===== src/hdl/serial_comm_defs.vh =====
// constants for the asynchronous serial communication interface
`ifndef SERIAL_COMM_DEFS_VH
`define SERIAL_COMM_DEFS_VH
// register byte addresses
`define OFS_STATUS      8'h00
`define OFS_DATA        8'h04
`define OFS_BAUD        8'h08
`define OFS_CTRL1       8'h0c
`define OFS_CTRL2       8'h10
`define OFS_RX_EXT      8'h14
`define OFS_TX_EXT      8'h18
// reset values
`define RST_BAUD        8'h00
`define RST_BYTE        8'h00
// control one fields
`define C1_WORD9        4
`define C1_WAKE_ADDR    3
`define C1_TX_BIT8      6
// control two fields
`define C2_TX_EN        3
`define C2_RX_EN        2
`define C2_MUTE         1
`define C2_BREAK        0
// baud fields
`define BR_PRE_HI       7
`define BR_PRE_LO       6
`define BR_TX_HI        5
`define BR_TX_LO        3
`define BR_RX_HI        2
`define BR_RX_LO        0
// status fields
`define ST_TX_EMPTY     7
`define ST_TX_DONE      6
`define ST_RX_FULL      5
`define ST_IDLE         4
`define ST_OVERRUN      3
`define ST_NOISE        2
`define ST_FRAME        1
`define ST_RX_BIT8      0
// oversampling figures
`define OVS_LAST        4'hf
`define OVS_VOTE_A      4'h7
`define OVS_VOTE_B      4'h8
`define OVS_VOTE_C      4'h9
// start and stop bits around the data bits of a frame
`define FRM_OVERHEAD    4'h2
`endif


===== src/hdl/serial_comm.v =====
// asynchronous serial interface with apb register file
`timescale 1ns/1ps
`include "serial_comm_defs.vh"
module serial_comm #(
  parameter PRE_W = 8  // unused; extended prescalers are fixed at 8 bits
) (
  input  wire        pclk,
  input  wire        presetn,
  input  wire        psel,
  input  wire        penable,
  input  wire        pwrite,
  input  wire [7:0]  paddr,
  input  wire [31:0] pwdata,
  output reg  [31:0] prdata,
  output reg         pready,
  output reg         pslverr,
  input  wire        rx_pin,
  output reg         tx_pin
);
  // registers
  reg [7:0]  baud_rate_divider_q;          // prescaler and divider selects
  reg [7:0]  control_reg_one_q;            // word length, wake mode, ninth tx bit
  reg [7:0]  control_reg_two_q;            // enables, mute, break
  reg [7:0]  rx_extended_prescaler_reg_q;  // extra rx division
  reg [7:0]  tx_extended_prescaler_reg_q;  // extra tx division
  reg [8:0]  tx_data_buffer_q;             // word waiting to transmit
  reg [8:0]  rx_data_buffer_q;             // last received word
  reg        tx_empty_q;                   // tx buffer empty
  reg        tx_done_q;                    // shifter idle
  reg        rx_data_full_flag_q;          // received word waiting
  reg        idle_q;                       // idle line seen
  reg        overrun_q;                    // word lost
  reg        noise_flag_q;                 // vote disagreement
  reg        frame_err_q;                  // bad stop bit
  reg        break_pend_q;                 // one break owed after clear
  // bus decode, single-cycle answer
  wire       acc   = psel & penable & pready;
  wire       wr    = acc & pwrite;
  wire       rd    = acc & ~pwrite;
  wire       word9 = control_reg_one_q[`C1_WORD9];
  // status byte
  wire [7:0] status = {tx_empty_q, tx_done_q, rx_data_full_flag_q, idle_q,
                       overrun_q, noise_flag_q, frame_err_q, rx_data_buffer_q[8]};

  // total divisor: first prescaler times 2^select times extended prescaler
  function [23:0] divisor;
    input [1:0] pre;
    input [2:0] sel;
    input [7:0] ext;
    reg   [7:0] p;
    begin
      case (pre)
        2'h0:    p = 8'h01;
        2'h1:    p = 8'h03;
        2'h2:    p = 8'h04;
        default: p = 8'h0d;
      endcase
      divisor = ({16'h0000, p} << sel) * {16'h0000, (ext == 8'h00) ? 8'h01 : ext};
    end
  endfunction

  // two independent generators of 16x tick enables
  reg  [23:0] tx_div_q;
  reg  [23:0] rx_div_q;
  reg         tx_tick_q;
  reg         rx_tick_q;
  wire [23:0] tx_lim = divisor(baud_rate_divider_q[`BR_PRE_HI:`BR_PRE_LO],
                               baud_rate_divider_q[`BR_TX_HI:`BR_TX_LO],
                               tx_extended_prescaler_reg_q);
  wire [23:0] rx_lim = divisor(baud_rate_divider_q[`BR_PRE_HI:`BR_PRE_LO],
                               baud_rate_divider_q[`BR_RX_HI:`BR_RX_LO],
                               rx_extended_prescaler_reg_q);
  // dividers free-run; a one-cycle pulse marks each sample instant
  always @(posedge pclk or negedge presetn) begin
    if (!presetn) begin
      tx_div_q  <= 24'h000000;
      rx_div_q  <= 24'h000000;
      tx_tick_q <= 1'b0;
      rx_tick_q <= 1'b0;
    end else begin
      tx_tick_q <= (tx_div_q + 24'h000001 >= tx_lim);
      rx_tick_q <= (rx_div_q + 24'h000001 >= rx_lim);
      tx_div_q  <= (tx_div_q + 24'h000001 >= tx_lim) ? 24'h000000 : tx_div_q + 24'h000001;
      rx_div_q  <= (rx_div_q + 24'h000001 >= rx_lim) ? 24'h000000 : rx_div_q + 24'h000001;
    end
  end

  // receive pin synchroniser; only stage two is read
  reg rx_s1_q;
  reg rx_s2_q;
  always @(posedge pclk or negedge presetn) begin
    if (!presetn) begin
      rx_s1_q <= 1'b1;
      rx_s2_q <= 1'b1;
    end else begin
      rx_s1_q <= rx_pin;
      rx_s2_q <= rx_s1_q;
    end
  end

  // transmitter state machine
  localparam [3:0] TX_IDLE = 4'b0001, TX_START = 4'b0010, TX_DATA = 4'b0100, TX_STOP = 4'b1000;
  reg [3:0] tx_st_q;
  reg [3:0] tx_ph_q;    // sixteenth of bit
  reg [3:0] tx_bit_q;   // data bit index
  reg [8:0] tx_sh_q;    // output shift register
  reg       tx_brk_q;   // current frame is a break
  reg       tx_load;    // shifter takes buffer this cycle
  wire      tx_en  = control_reg_two_q[`C2_TX_EN];
  wire      brk_on = control_reg_two_q[`C2_BREAK];
  wire [3:0] nbits = word9 ? 4'h9 : 4'h8;
  always @(posedge pclk or negedge presetn) begin
    if (!presetn) begin
      tx_st_q  <= TX_IDLE;
      tx_ph_q  <= 4'h0;
      tx_bit_q <= 4'h0;
      tx_sh_q  <= 9'h1ff;
      tx_brk_q <= 1'b0;
      tx_pin   <= 1'b1;
      tx_load  <= 1'b0;
    end else begin
      tx_load <= 1'b0;
      if (tx_tick_q) begin
        case (tx_st_q)
          TX_IDLE: begin
            tx_pin <= 1'b1;
            if (tx_en && (brk_on || break_pend_q)) begin
              tx_brk_q <= 1'b1;
              tx_st_q  <= TX_START;
              tx_ph_q  <= 4'h0;
            end else if (tx_en && !tx_empty_q) begin
              tx_sh_q  <= tx_data_buffer_q;
              tx_load  <= 1'b1;
              tx_brk_q <= 1'b0;
              tx_st_q  <= TX_START;
              tx_ph_q  <= 4'h0;
            end
          end
          TX_START: begin
            tx_pin <= 1'b0;
            tx_ph_q <= tx_ph_q + 4'h1;
            if (tx_ph_q == `OVS_LAST) begin
              tx_st_q  <= TX_DATA;
              tx_bit_q <= 4'h0;
            end
          end
          TX_DATA: begin
            tx_pin <= tx_brk_q ? 1'b0 : tx_sh_q[0];
            tx_ph_q <= tx_ph_q + 4'h1;
            if (tx_ph_q == `OVS_LAST) begin
              tx_sh_q  <= {1'b1, tx_sh_q[8:1]};
              tx_bit_q <= tx_bit_q + 4'h1;
              if (tx_bit_q + 4'h1 == nbits)
                tx_st_q <= TX_STOP;
            end
          end
          TX_STOP: begin
            // a break keeps stop low; next break frame or the closing high bit follows
            tx_pin <= tx_brk_q ? 1'b0 : 1'b1;
            tx_ph_q <= tx_ph_q + 4'h1;
            if (tx_ph_q == `OVS_LAST) begin
              if (tx_brk_q && brk_on)
                tx_st_q <= TX_START;
              else if (tx_brk_q)
                tx_brk_q <= 1'b0;  // one more stop pass, now high: full closing bit
              else
                tx_st_q <= TX_IDLE;
            end
          end
          default: tx_st_q <= TX_IDLE;
        endcase
      end
    end
  end

  // receiver state machine
  localparam [3:0] RX_IDLE = 4'b0001, RX_START = 4'b0010, RX_DATA = 4'b0100, RX_STOP = 4'b1000;
  reg [3:0] rx_st_q;
  reg [3:0] rx_ph_q;
  reg [3:0] rx_bit_q;
  reg [8:0] rx_sh_q;      // input shift register
  reg [2:0] rx_hist_q;    // last three idle samples
  reg [2:0] vote_q;       // samples at phases 7 and 8; the phase 9 sample is read live
  reg [7:0] idle_run_q;   // high samples since the line last went low
  reg       idle_arm_q;   // a frame ended; idle may be reported once
  reg       rx_noise_q;   // noise seen in frame
  reg       rx_ev;        // word completed this cycle
  reg       rx_idle_ev;   // idle character this cycle
  reg       wake_ev;      // wake-up recognised this cycle
  reg       rx_frm;       // stop bit read low
  wire      muted  = control_reg_two_q[`C2_MUTE];
  wire      wake_a = control_reg_one_q[`C1_WAKE_ADDR];
  wire      maj    = (vote_q[0] & vote_q[1]) | (vote_q[1] & rx_s2_q) | (vote_q[0] & rx_s2_q);
  wire      disag  = ~((vote_q[0] == vote_q[1]) & (vote_q[1] == rx_s2_q));
  wire [7:0] idle_lim = {nbits + `FRM_OVERHEAD, 4'h0};  // samples in one whole frame
  // third vote sample is the live one at phase nine
  always @(posedge pclk or negedge presetn) begin
    if (!presetn) begin
      rx_st_q    <= RX_IDLE;
      rx_ph_q    <= 4'h0;
      rx_bit_q   <= 4'h0;
      rx_sh_q    <= 9'h000;
      rx_hist_q  <= 3'h0;
      vote_q     <= 3'h0;
      idle_run_q <= 8'h00;
      idle_arm_q <= 1'b0;
      rx_noise_q <= 1'b0;
      rx_ev      <= 1'b0;
      rx_idle_ev <= 1'b0;
      wake_ev    <= 1'b0;
      rx_frm     <= 1'b0;
    end else begin
      rx_ev      <= 1'b0;
      rx_idle_ev <= 1'b0;
      wake_ev    <= 1'b0;
      // one sample per tick; a late edge shifts by at most a tick
      if (rx_tick_q && control_reg_two_q[`C2_RX_EN]) begin
        case (rx_st_q)
          RX_IDLE: begin
            rx_hist_q <= {rx_hist_q[1:0], rx_s2_q};
            if (!rx_s2_q) begin
              rx_st_q    <= RX_START;
              rx_ph_q    <= 4'h1;  // phase restarts at start edge
              rx_noise_q <= (rx_hist_q != 3'h7);
              idle_run_q <= 8'h00;
            end else if (idle_run_q + 8'h01 == idle_lim) begin
              // a frame time of high line; a data word of all ones is still stored
              idle_run_q <= 8'h00;
              idle_arm_q <= 1'b0;
              rx_idle_ev <= idle_arm_q;
              if (idle_arm_q && muted && !wake_a) wake_ev <= 1'b1;
            end else begin
              idle_run_q <= idle_run_q + 8'h01;
            end
          end
          default: begin
            rx_ph_q <= rx_ph_q + 4'h1;
            if (rx_ph_q == `OVS_VOTE_A) vote_q[0] <= rx_s2_q;
            if (rx_ph_q == `OVS_VOTE_B) vote_q[1] <= rx_s2_q;
            if (rx_ph_q == `OVS_VOTE_C) begin
              if (disag) rx_noise_q <= 1'b1;
              case (rx_st_q)
                RX_START: begin
                  if (maj) begin
                    rx_st_q <= RX_IDLE;  // false start
                    rx_hist_q <= 3'h0;
                  end else begin
                    rx_st_q  <= RX_DATA;
                    rx_bit_q <= 4'h0;
                  end
                end
                RX_DATA: begin
                  rx_sh_q   <= word9 ? {maj, rx_sh_q[8:1]} : {1'b0, maj, rx_sh_q[7:1]};
                  rx_bit_q  <= rx_bit_q + 4'h1;
                  if (rx_bit_q + 4'h1 == nbits) rx_st_q <= RX_STOP;
                end
                default: begin
                  // stop sampled: frame ends here
                  rx_st_q   <= RX_IDLE;
                  rx_hist_q <= 3'h0;
                  rx_frm     <= ~maj;
                  idle_run_q <= 8'h00;
                  idle_arm_q <= 1'b1;  // no idle report before a real frame
                  if (muted && wake_a &&
                               (word9 ? rx_sh_q[8] : rx_sh_q[7])) begin
                    wake_ev <= 1'b1;  // address mark wakes
                    rx_ev   <= 1'b1;
                  end else if (!muted) begin
                    rx_ev <= 1'b1;
                  end
                end
              endcase
            end
          end
        endcase
      end
    end
  end

  // register file, status flags and bus answer
  always @(posedge pclk or negedge presetn) begin
    if (!presetn) begin
      baud_rate_divider_q         <= `RST_BAUD;
      control_reg_one_q           <= `RST_BYTE;
      control_reg_two_q           <= `RST_BYTE;
      rx_extended_prescaler_reg_q <= `RST_BYTE;
      tx_extended_prescaler_reg_q <= `RST_BYTE;
      tx_data_buffer_q            <= 9'h000;
      rx_data_buffer_q            <= 9'h000;
      tx_empty_q                  <= 1'b1;
      tx_done_q                   <= 1'b1;
      rx_data_full_flag_q         <= 1'b0;
      idle_q                      <= 1'b0;
      overrun_q                   <= 1'b0;
      noise_flag_q                <= 1'b0;
      frame_err_q                 <= 1'b0;
      break_pend_q                <= 1'b0;
      prdata                      <= 32'h00000000;
      pready                      <= 1'b0;
      pslverr                     <= 1'b0;
    end else begin
      // answer in the access cycle's second edge
      pready  <= psel & ~pready & penable;
      pslverr <= 1'b0;
      if (psel & penable & ~pready)
        pslverr <= ~(paddr == `OFS_STATUS || paddr == `OFS_DATA || paddr == `OFS_BAUD ||
                     paddr == `OFS_CTRL1 || paddr == `OFS_CTRL2 || paddr == `OFS_RX_EXT ||
                     paddr == `OFS_TX_EXT);
      // reads
      if (psel & penable & ~pready) begin
        case (paddr)
          `OFS_STATUS: prdata <= {24'h000000, status};
          `OFS_DATA:   prdata <= {24'h000000, rx_data_buffer_q[7:0]};
          `OFS_BAUD:   prdata <= {24'h000000, baud_rate_divider_q};
          `OFS_CTRL1:  prdata <= {24'h000000, control_reg_one_q};
          `OFS_CTRL2:  prdata <= {24'h000000, control_reg_two_q};
          `OFS_RX_EXT: prdata <= {24'h000000, rx_extended_prescaler_reg_q};
          `OFS_TX_EXT: prdata <= {24'h000000, tx_extended_prescaler_reg_q};
          default:     prdata <= 32'h00000000;
        endcase
      end
      // data read empties rx buffer; clears of error flags too
      if (rd && paddr == `OFS_DATA) begin
        rx_data_full_flag_q <= 1'b0;
        overrun_q           <= 1'b0;
        noise_flag_q        <= 1'b0;
        frame_err_q         <= 1'b0;
        idle_q              <= 1'b0;
      end
      // writes
      if (wr) begin
        case (paddr)
          `OFS_DATA: begin
            tx_data_buffer_q <= {control_reg_one_q[`C1_TX_BIT8], pwdata[7:0]};
            tx_empty_q       <= 1'b0;
            tx_done_q        <= 1'b0;
          end
          `OFS_BAUD:   baud_rate_divider_q <= pwdata[7:0];
          `OFS_CTRL1:  control_reg_one_q <= pwdata[7:0];
          `OFS_RX_EXT: rx_extended_prescaler_reg_q <= pwdata[7:0];
          `OFS_TX_EXT: tx_extended_prescaler_reg_q <= pwdata[7:0];
          `OFS_CTRL2: begin
            control_reg_two_q[7:2] <= pwdata[7:2];
            control_reg_two_q[`C2_BREAK] <= pwdata[`C2_BREAK];
            // falling break bit owes one break word
            if (brk_on && !pwdata[`C2_BREAK]) break_pend_q <= 1'b1;
            if (!(wake_a && rx_data_full_flag_q))
              control_reg_two_q[`C2_MUTE] <= pwdata[`C2_MUTE];
          end
          default: ;
        endcase
      end
      // hardware events win over software clears
      if (tx_load) tx_empty_q <= 1'b1;
      if (tx_st_q == TX_START && tx_brk_q) break_pend_q <= 1'b0;
      if (tx_tick_q && tx_st_q == TX_IDLE && tx_empty_q && !brk_on && !break_pend_q)
        tx_done_q <= 1'b1;
      if (wake_ev) control_reg_two_q[`C2_MUTE] <= 1'b0;
      if (rx_idle_ev && !muted) idle_q <= 1'b1;
      if (rx_ev) begin
        if (rx_data_full_flag_q) begin
          overrun_q <= 1'b1;
        end else begin
          rx_data_buffer_q    <= rx_sh_q;
          rx_data_full_flag_q <= 1'b1;
          noise_flag_q        <= rx_noise_q;
          frame_err_q         <= rx_frm;
        end
      end
    end
  end
endmodule // serial_comm


===== config.mk =====
export PLATFORM = sky130hd
export DESIGN_NAME = serial_comm
export DESIGN_NICKNAME = d
export VERILOG_FILES = /design/src/hdl/serial_comm.v
export VERILOG_INCLUDE_DIRS = /design/src /design/src/hdl
export SDC_FILE = /design/constraint.sdc
export NUM_CORES = 1
export LEC_CHECK = 0
export BUFFER_PORTS_ARGS = -buffer_cell sky130_fd_sc_hd__buf_2
export CORE_ASPECT_RATIO = 0.6
export CORE_UTILIZATION = 55
export DETAILED_ROUTE_END_ITERATION = 8
export PLACE_DENSITY = 0.74
export SYNTH_ARGS = -nofsm -noshare
export SYNTH_HDL_FRONTEND = slang
export SYNTH_SLANG_ARGS = --single-unit

===== constraint.sdc =====
create_clock -name pclk -period 6.75 [get_ports pclk]
set_clock_uncertainty 0.2 [all_clocks]
set_input_delay 1.0125 -clock pclk [delete_from_list [all_inputs] [get_ports pclk]]
set_output_delay 1.0125 -clock pclk [all_outputs]
set_load 0.1 [all_outputs]

# == Yosys cells after proc, flatten, opt, wreduce, memory -nomap -nowiden ==
# Cells that the tools add are included.
# op_classes
add_sub_neg,8
multipliers,2
magnitude_cmp,2
eq_ne,44
shift,2
muxes,113
bitwise_logic,20
n_reduce_logical,81
# ops
operator,n
2-to-1 mux 4 bit,19
2-to-1 mux 1 bit,64
2-to-1 mux 8 bit,7
case mux 8 bit (7 select lines),1
"adder 24 x 1 -> 24 bit, second input constant",2
>= comparator 24 bit,2
multiplier 24 x 8 -> 24 bit,2
2-to-1 mux 24 bit,2
<< shifter 8 x 3 -> 24 bit,2
2-to-1 mux 9 bit,4
case mux 4 bit (2 select lines),4
nonzero test 2 bit,16
"== test 8 x 5 -> 1 bit, second input constant",3
zero test 8 bit,3
"!= test 2 bit, second input constant",12
AND reduction 4 bit,6
AND reduction 2 bit,11
AND reduction 5 bit,4
case mux 9 bit (2 select lines),1
AND reduction 3 bit,6
logical AND 1 bit,17
"adder 4 x 1 -> 4 bit, second input constant",4
"== test 4 bit, second input constant",4
"== test 8 x 4 -> 1 bit, second input constant",2
other kinds (31),74
# totals
ff_bits,216
input_bits,46
output_inout_bits,35
elab_cells,318

# == Logic depth before layout (Yosys ltp) ==
# logic_depth
depth_word,9
ltp_mapped,32
ltp_nobuf,30

# == Worst setup path before layout ==
# OpenSTA, ideal clock, no wires.
# synth_timing
path_kind,reg-to-reg
startpoint,reg baud_rate_divider_q[1]
endpoint,reg rx_div_q[0]
setup_ns,0.122
arrival_time_ns,7.014
required_time_ns,6.428
slack_ns,-0.586
path_stages_with_launch,29
synth_period_minus_slack_ns,7.336
path_cell_list,dfrtp_1 clkbuf_1 nand2b_1 o21ai_0 nor2_1 a21oi_1 nand2_1 fa_1 fa_1 inv_1 fa_1 inv_1 fa_1 inv_1 ha_1 a21o_1 a221o_1 o22ai_2 o21ai_0 a211o_1 a21oi_1 xor2_1 ha_1 and4_1 nand3_1 or4_1 o211ai_1 buf_6 nor2_1
# synth_via
elab_chain_len,4
# synth_lines
element,line,rtl
from (decl),serial_comm.v:21,reg [7:0] baud_rate_divider_q;
from (signal assigned),serial_comm.v:283,baud_rate_divider_q <= `RST_BAUD;
from (signal assigned),serial_comm.v:338,`OFS_BAUD: baud_rate_divider_q <= pwdata[7:0];
<< shifter 8 x 3 -> 24 bit,serial_comm.v:58,"divisor = ({16'h0000, p} << sel) * {16'h0000, (ext == 8'h00) ? 8'h01 : ext};"
multiplier 24 x 8 -> 24 bit,serial_comm.v:58,
>= comparator 24 bit,serial_comm.v:84,rx_div_q <= (rx_div_q + 24'h000001 >= rx_lim) ? 24'h000000 : rx_div_q + 24'h000001;
2-to-1 mux 24 bit,serial_comm.v:84,
to (signal assigned),serial_comm.v:84,
to (decl),serial_comm.v:64,reg [23:0] rx_div_q;
# Every way passes these cells.
# A chain may end at the register's enable or synchronous reset.

# == Final worst setup path ==
# layout_timing
startpoint,reg baud_rate_divider_q[7]
endpoint,reg rx_div_q[10]
# layout_via
elab_chain_len,6
elab_cells_between_ends,8
# layout_lines
element,line,rtl
"== test 2 bit, or another cell as far along",serial_comm.v:52,case (pre)
case mux 4 bit (3 select lines) *,serial_comm.v:52,
<< shifter 8 x 3 -> 24 bit *,serial_comm.v:58,
multiplier 24 x 8 -> 24 bit *,serial_comm.v:58,
>= comparator 24 bit *,serial_comm.v:84,
2-to-1 mux 24 bit *,serial_comm.v:84,
# Every way passes the cells marked *; elsewhere a longest branch is shown, timed or not.

==> impl_results.md <==
- Hold Crit Depth: 0
- Reg2reg start: baud_rate_divider_q[7]
- Hold Crit Start: rx_s1_q
- Synth cell types: 79
- Main flop type after synthesis: dfrtp_1
- CTS Sinks: 192
- Overflow after GRT: 0
- Most frequent cells after synthesis: dfrtp_1 (176), inv_1 (173), nand2_1 (148), ha_1 (139), fa_1 (108)
- Tot GR Track Use: 0.266
- Worst-case hold slack: 0.159 ns
- Vias in the first global route: 12900
- ANT nets after route: 0
- Htree depth: 4
- DR vias: 13100
- RSZ-0062 raised after global routing: yes
- Layout cells sized above 1: 0.230
- Final setup fails: 44
- Worst-path clk slew: 0.08 ns
- Ports: 81
- Critical Path RT: 6.91 ns
- Worst Setup Path Type: flip-flop to flip-flop
- CP Max Fanout: 7
- Clock network power share: 0.395
- Max_cap viols: 0
- Max-slew violations: 0
- Cell taking the most area after synthesis: dfrtp_1
- Violated checks: negative setup slack
- Final hold violation count: 0
- Status: finished, violations left
- R2R Setup Slk: -0.32 ns
- Skew-Pair Late Insertion Delay: 0.47 ns
- Int Pwr: 1.98 mW
- Final #Nets: 2173
- Initial Utilization: 0.567
- Register area: 4830 µm²
- CP Capture Type: flip-flop
- F_max: 141 MHz
- Syn Inst Count: 1736
- Die X-Extent: 226 µm
- CTS tree: yes
- Core Box Area: 29100 µm²
- Inst Count DP: 2228
- Sequential area share after synthesis: 0.292
- Arr. time, crit path: 7.23 ns
- Cell Pwr Density: 147 nW/µm²
- Worst reg2reg endpoint: rx_div_q[10]
- Startpoint Class: flip-flop
- DRT Pass-1 Iters: 6
- Final period demand of the worst path: 7.07 ns
- Final setup TNS: -10.87 ns
- GPL Wtd Cong: 0.920
- HP Class: flip-flop to flip-flop
- Initial antenna violation count: 0
- Hold Path Sink: rx_s2_q
- Post-CTS Hold Buffers: 0
- Number of synthesized flops with an enable pin: 0
- R2R cell count: 32
- Synthesis warning total: 0
- Routed WL: 39400 µm
- Post-Syn Area: 16500 µm²
- Number of diodes: 0
- Fillers: 2189
- Area growth syn-to-layout: 17.3%
- Area of the multi-input gates: 11300 µm²
- Syn avg cell area: 9.51 µm²
- P_leak: 9.75 nW
- Share of the synthesized area in the top cell type: 0.267
- Via density: 5.70
- P_sw: 856 µW
- Overall die height: 136 µm
- Worst slew margin: 0.212
- Max IR drop VDD: 0.000164 V
- Period utilization: 1.05
- DP Wirelength: 28600 µm
- CTS Root Cell: clkbuf_16
- Comb power frac: 0.147
- CP max stage delay: 0.55 ns
- Synth area leaders: dfrtp_1 (27%), fa_1 (13%), ha_1 (11%), mux2_2 (4.2%), inv_1 (3.9%)
- CP max stage cell: fa_1
- Post-synth ARST share: 1.00
- Total die area: 30700 µm²
- DR WL/cell: 17.2 µm
- Pin count of the biggest net entering global routing: 89
- Non-Filler Instances: 2293
- Top-count cell post-synth: dfrtp_1
- Flops & latches, synth: 192
- DRC violations left: 0
- Iter 0 DRT Violations: 1024
- CP dominant cell by count: fa_1
- Final Worst Setup Slack: -0.319 ns
- Sw Ratio: 0.302
- Seq pwr share: 0.457
- CTS Buf Count: 17
- Cell row count: 48
- I/O Buffers: 32
- Worst slack at placement: -0.618 ns
- Longest Clk Path Bufs: 2
- Tightest Pin Transition: 1.18 ns
- First-pass GRT wire length: 64600 µm
-- flip-flops by register name, summed over array words and instances, names as in the netlist, 8 cells and up --
name                         count
tx_extended_prescaler_reg_q      8
rx_extended_prescaler_reg_q      8
rx_div_q                        24
tx_data_buffer_q                 9
tx_sh_q                          9
tx_div_q                        24
prdata                           8
control_reg_two_q                8
baud_rate_divider_q              8
rx_data_buffer_q                 9
control_reg_one_q                8
rx_sh_q                          9
idle_run_q                       8
-- cell usage in the layout, fill, tap and decap left out, types with 14 or more instances in the layout --
cell type	Yosys	layout
dfrtp_1	176	173
nor2b_4	0	18
xnor2_1	39	39
ha_1	139	128
dfstp_2	16	16
a21o_1	27	27
nor2b_1	31	22
buf_4	24	128
clkbuf_16	0	17
nor3_1	19	18
xor2_1	35	35
and3_1	58	55
nand4_1	18	18
buf_2	3	31
o21ai_0	78	67
nand2b_1	18	14
nor2_1	81	76
nand3_1	48	45
fa_1	108	104
a21oi_1	70	67
nor2b_2	26	17
mux2_2	62	62
nand2_1	148	145
inv_1	173	166
mux2i_1	22	21
conb_1	1	30
and2_1	99	96
-- cells by family (layout without fill, tap and decap cells) --
kind of cell,Yosys count,after routing,share of synthesized area
fa+ha+maj,248,248,0.237
buf+inv,259,386,0.0664
compound gates,267,268,0.102
mux,87,87,0.0597
flops,192,192,0.292
other cells,1,30,0.000227
xor+xnor,74,74,0.0393
simple gates,608,608,0.203
-- power groups by stage --
| stage | sequential (mW) | combinational, mW | clock [mW] |
|---|---|---|---|
| after floorplan | 1.31 | 0.303 | 0 |
| after global placement | 1.31 | 0.388 | 0 |
| after detailed placement | 1.31 | 0.404 | 0 |
| after CTS | 1.29 | 0.412 | 1.14 |
| after global routing | 1.30 | 0.455 | 1.19 |
| final | 1.30 | 0.417 | 1.12 |
-- critical path, delay by kind of cell, from the launching register on --
family / cells / cell delay [ns]
adder cells (fa/ha/maj): 6 / 2.65
AO/OA/AOI/OAI: 10 / 1.45
AND/OR/NAND/NOR: 7 / 1.10
buffers and inverters: 8 / 0.95
flip-flops: 1 / 0.43
XOR/XNOR: 1 / 0.16
-- layer usage --
layer | GRT usage | routed length, µm
met1 | 0.384 | 18400
met2 | 0.396 | 17600
met3 | 0.0663 | 2790
met4 | 0.0729 | 626
met5 | 0 | 0
-- how the worst max path moves through the flow --
stage                                 startpoint      endpoint  slack, ns  depth (start not counted)
after floorplan           baud_rate_divider_q[4]  tx_div_q[13]       0.02                         28
after global placement    baud_rate_divider_q[7]  tx_div_q[16]      -0.46                         27
after detailed placement  baud_rate_divider_q[6]   tx_div_q[0]      -0.62                         25
after CTS                 baud_rate_divider_q[7]   rx_div_q[0]      -0.33                         30
after global routing      baud_rate_divider_q[7]  rx_div_q[13]      -0.59                         29
final                     baud_rate_divider_q[7]  rx_div_q[10]      -0.32                         32
-- through the flow --
stage	instance area [µm²]	total power, mW	util
after detailed placement	17900	1.72	0.613
after floorplan	16700	1.62	-
after CTS	19000	2.84	0.653
after global placement	17900	1.70	0.613
final	19400	2.84	0.665
after global routing	19400	2.94	0.665
-- area by class of cell --
| type | instances | area share |
|---|---|---|
| tap | 400 | 0.0259 |
| multi-input combinational | 1315 | 0.584 |
| timing repair buffer | 181 | 0.0745 |
| sequential | 192 | 0.249 |
| clock buffer | 19 | 0.0234 |
| clock inverter | 13 | 0.00976 |
| inverter | 173 | 0.0335 |
-- what timing repair did --
action	CTS	global route
setup endpoints to repair	44	44
pin swaps	22	27
gates resized for setup	75	61
setup buffers	21	9
cloned	3	0
hold endpoints to repair	0	0
No activity file was read; power rests on OpenSTA's default activity.
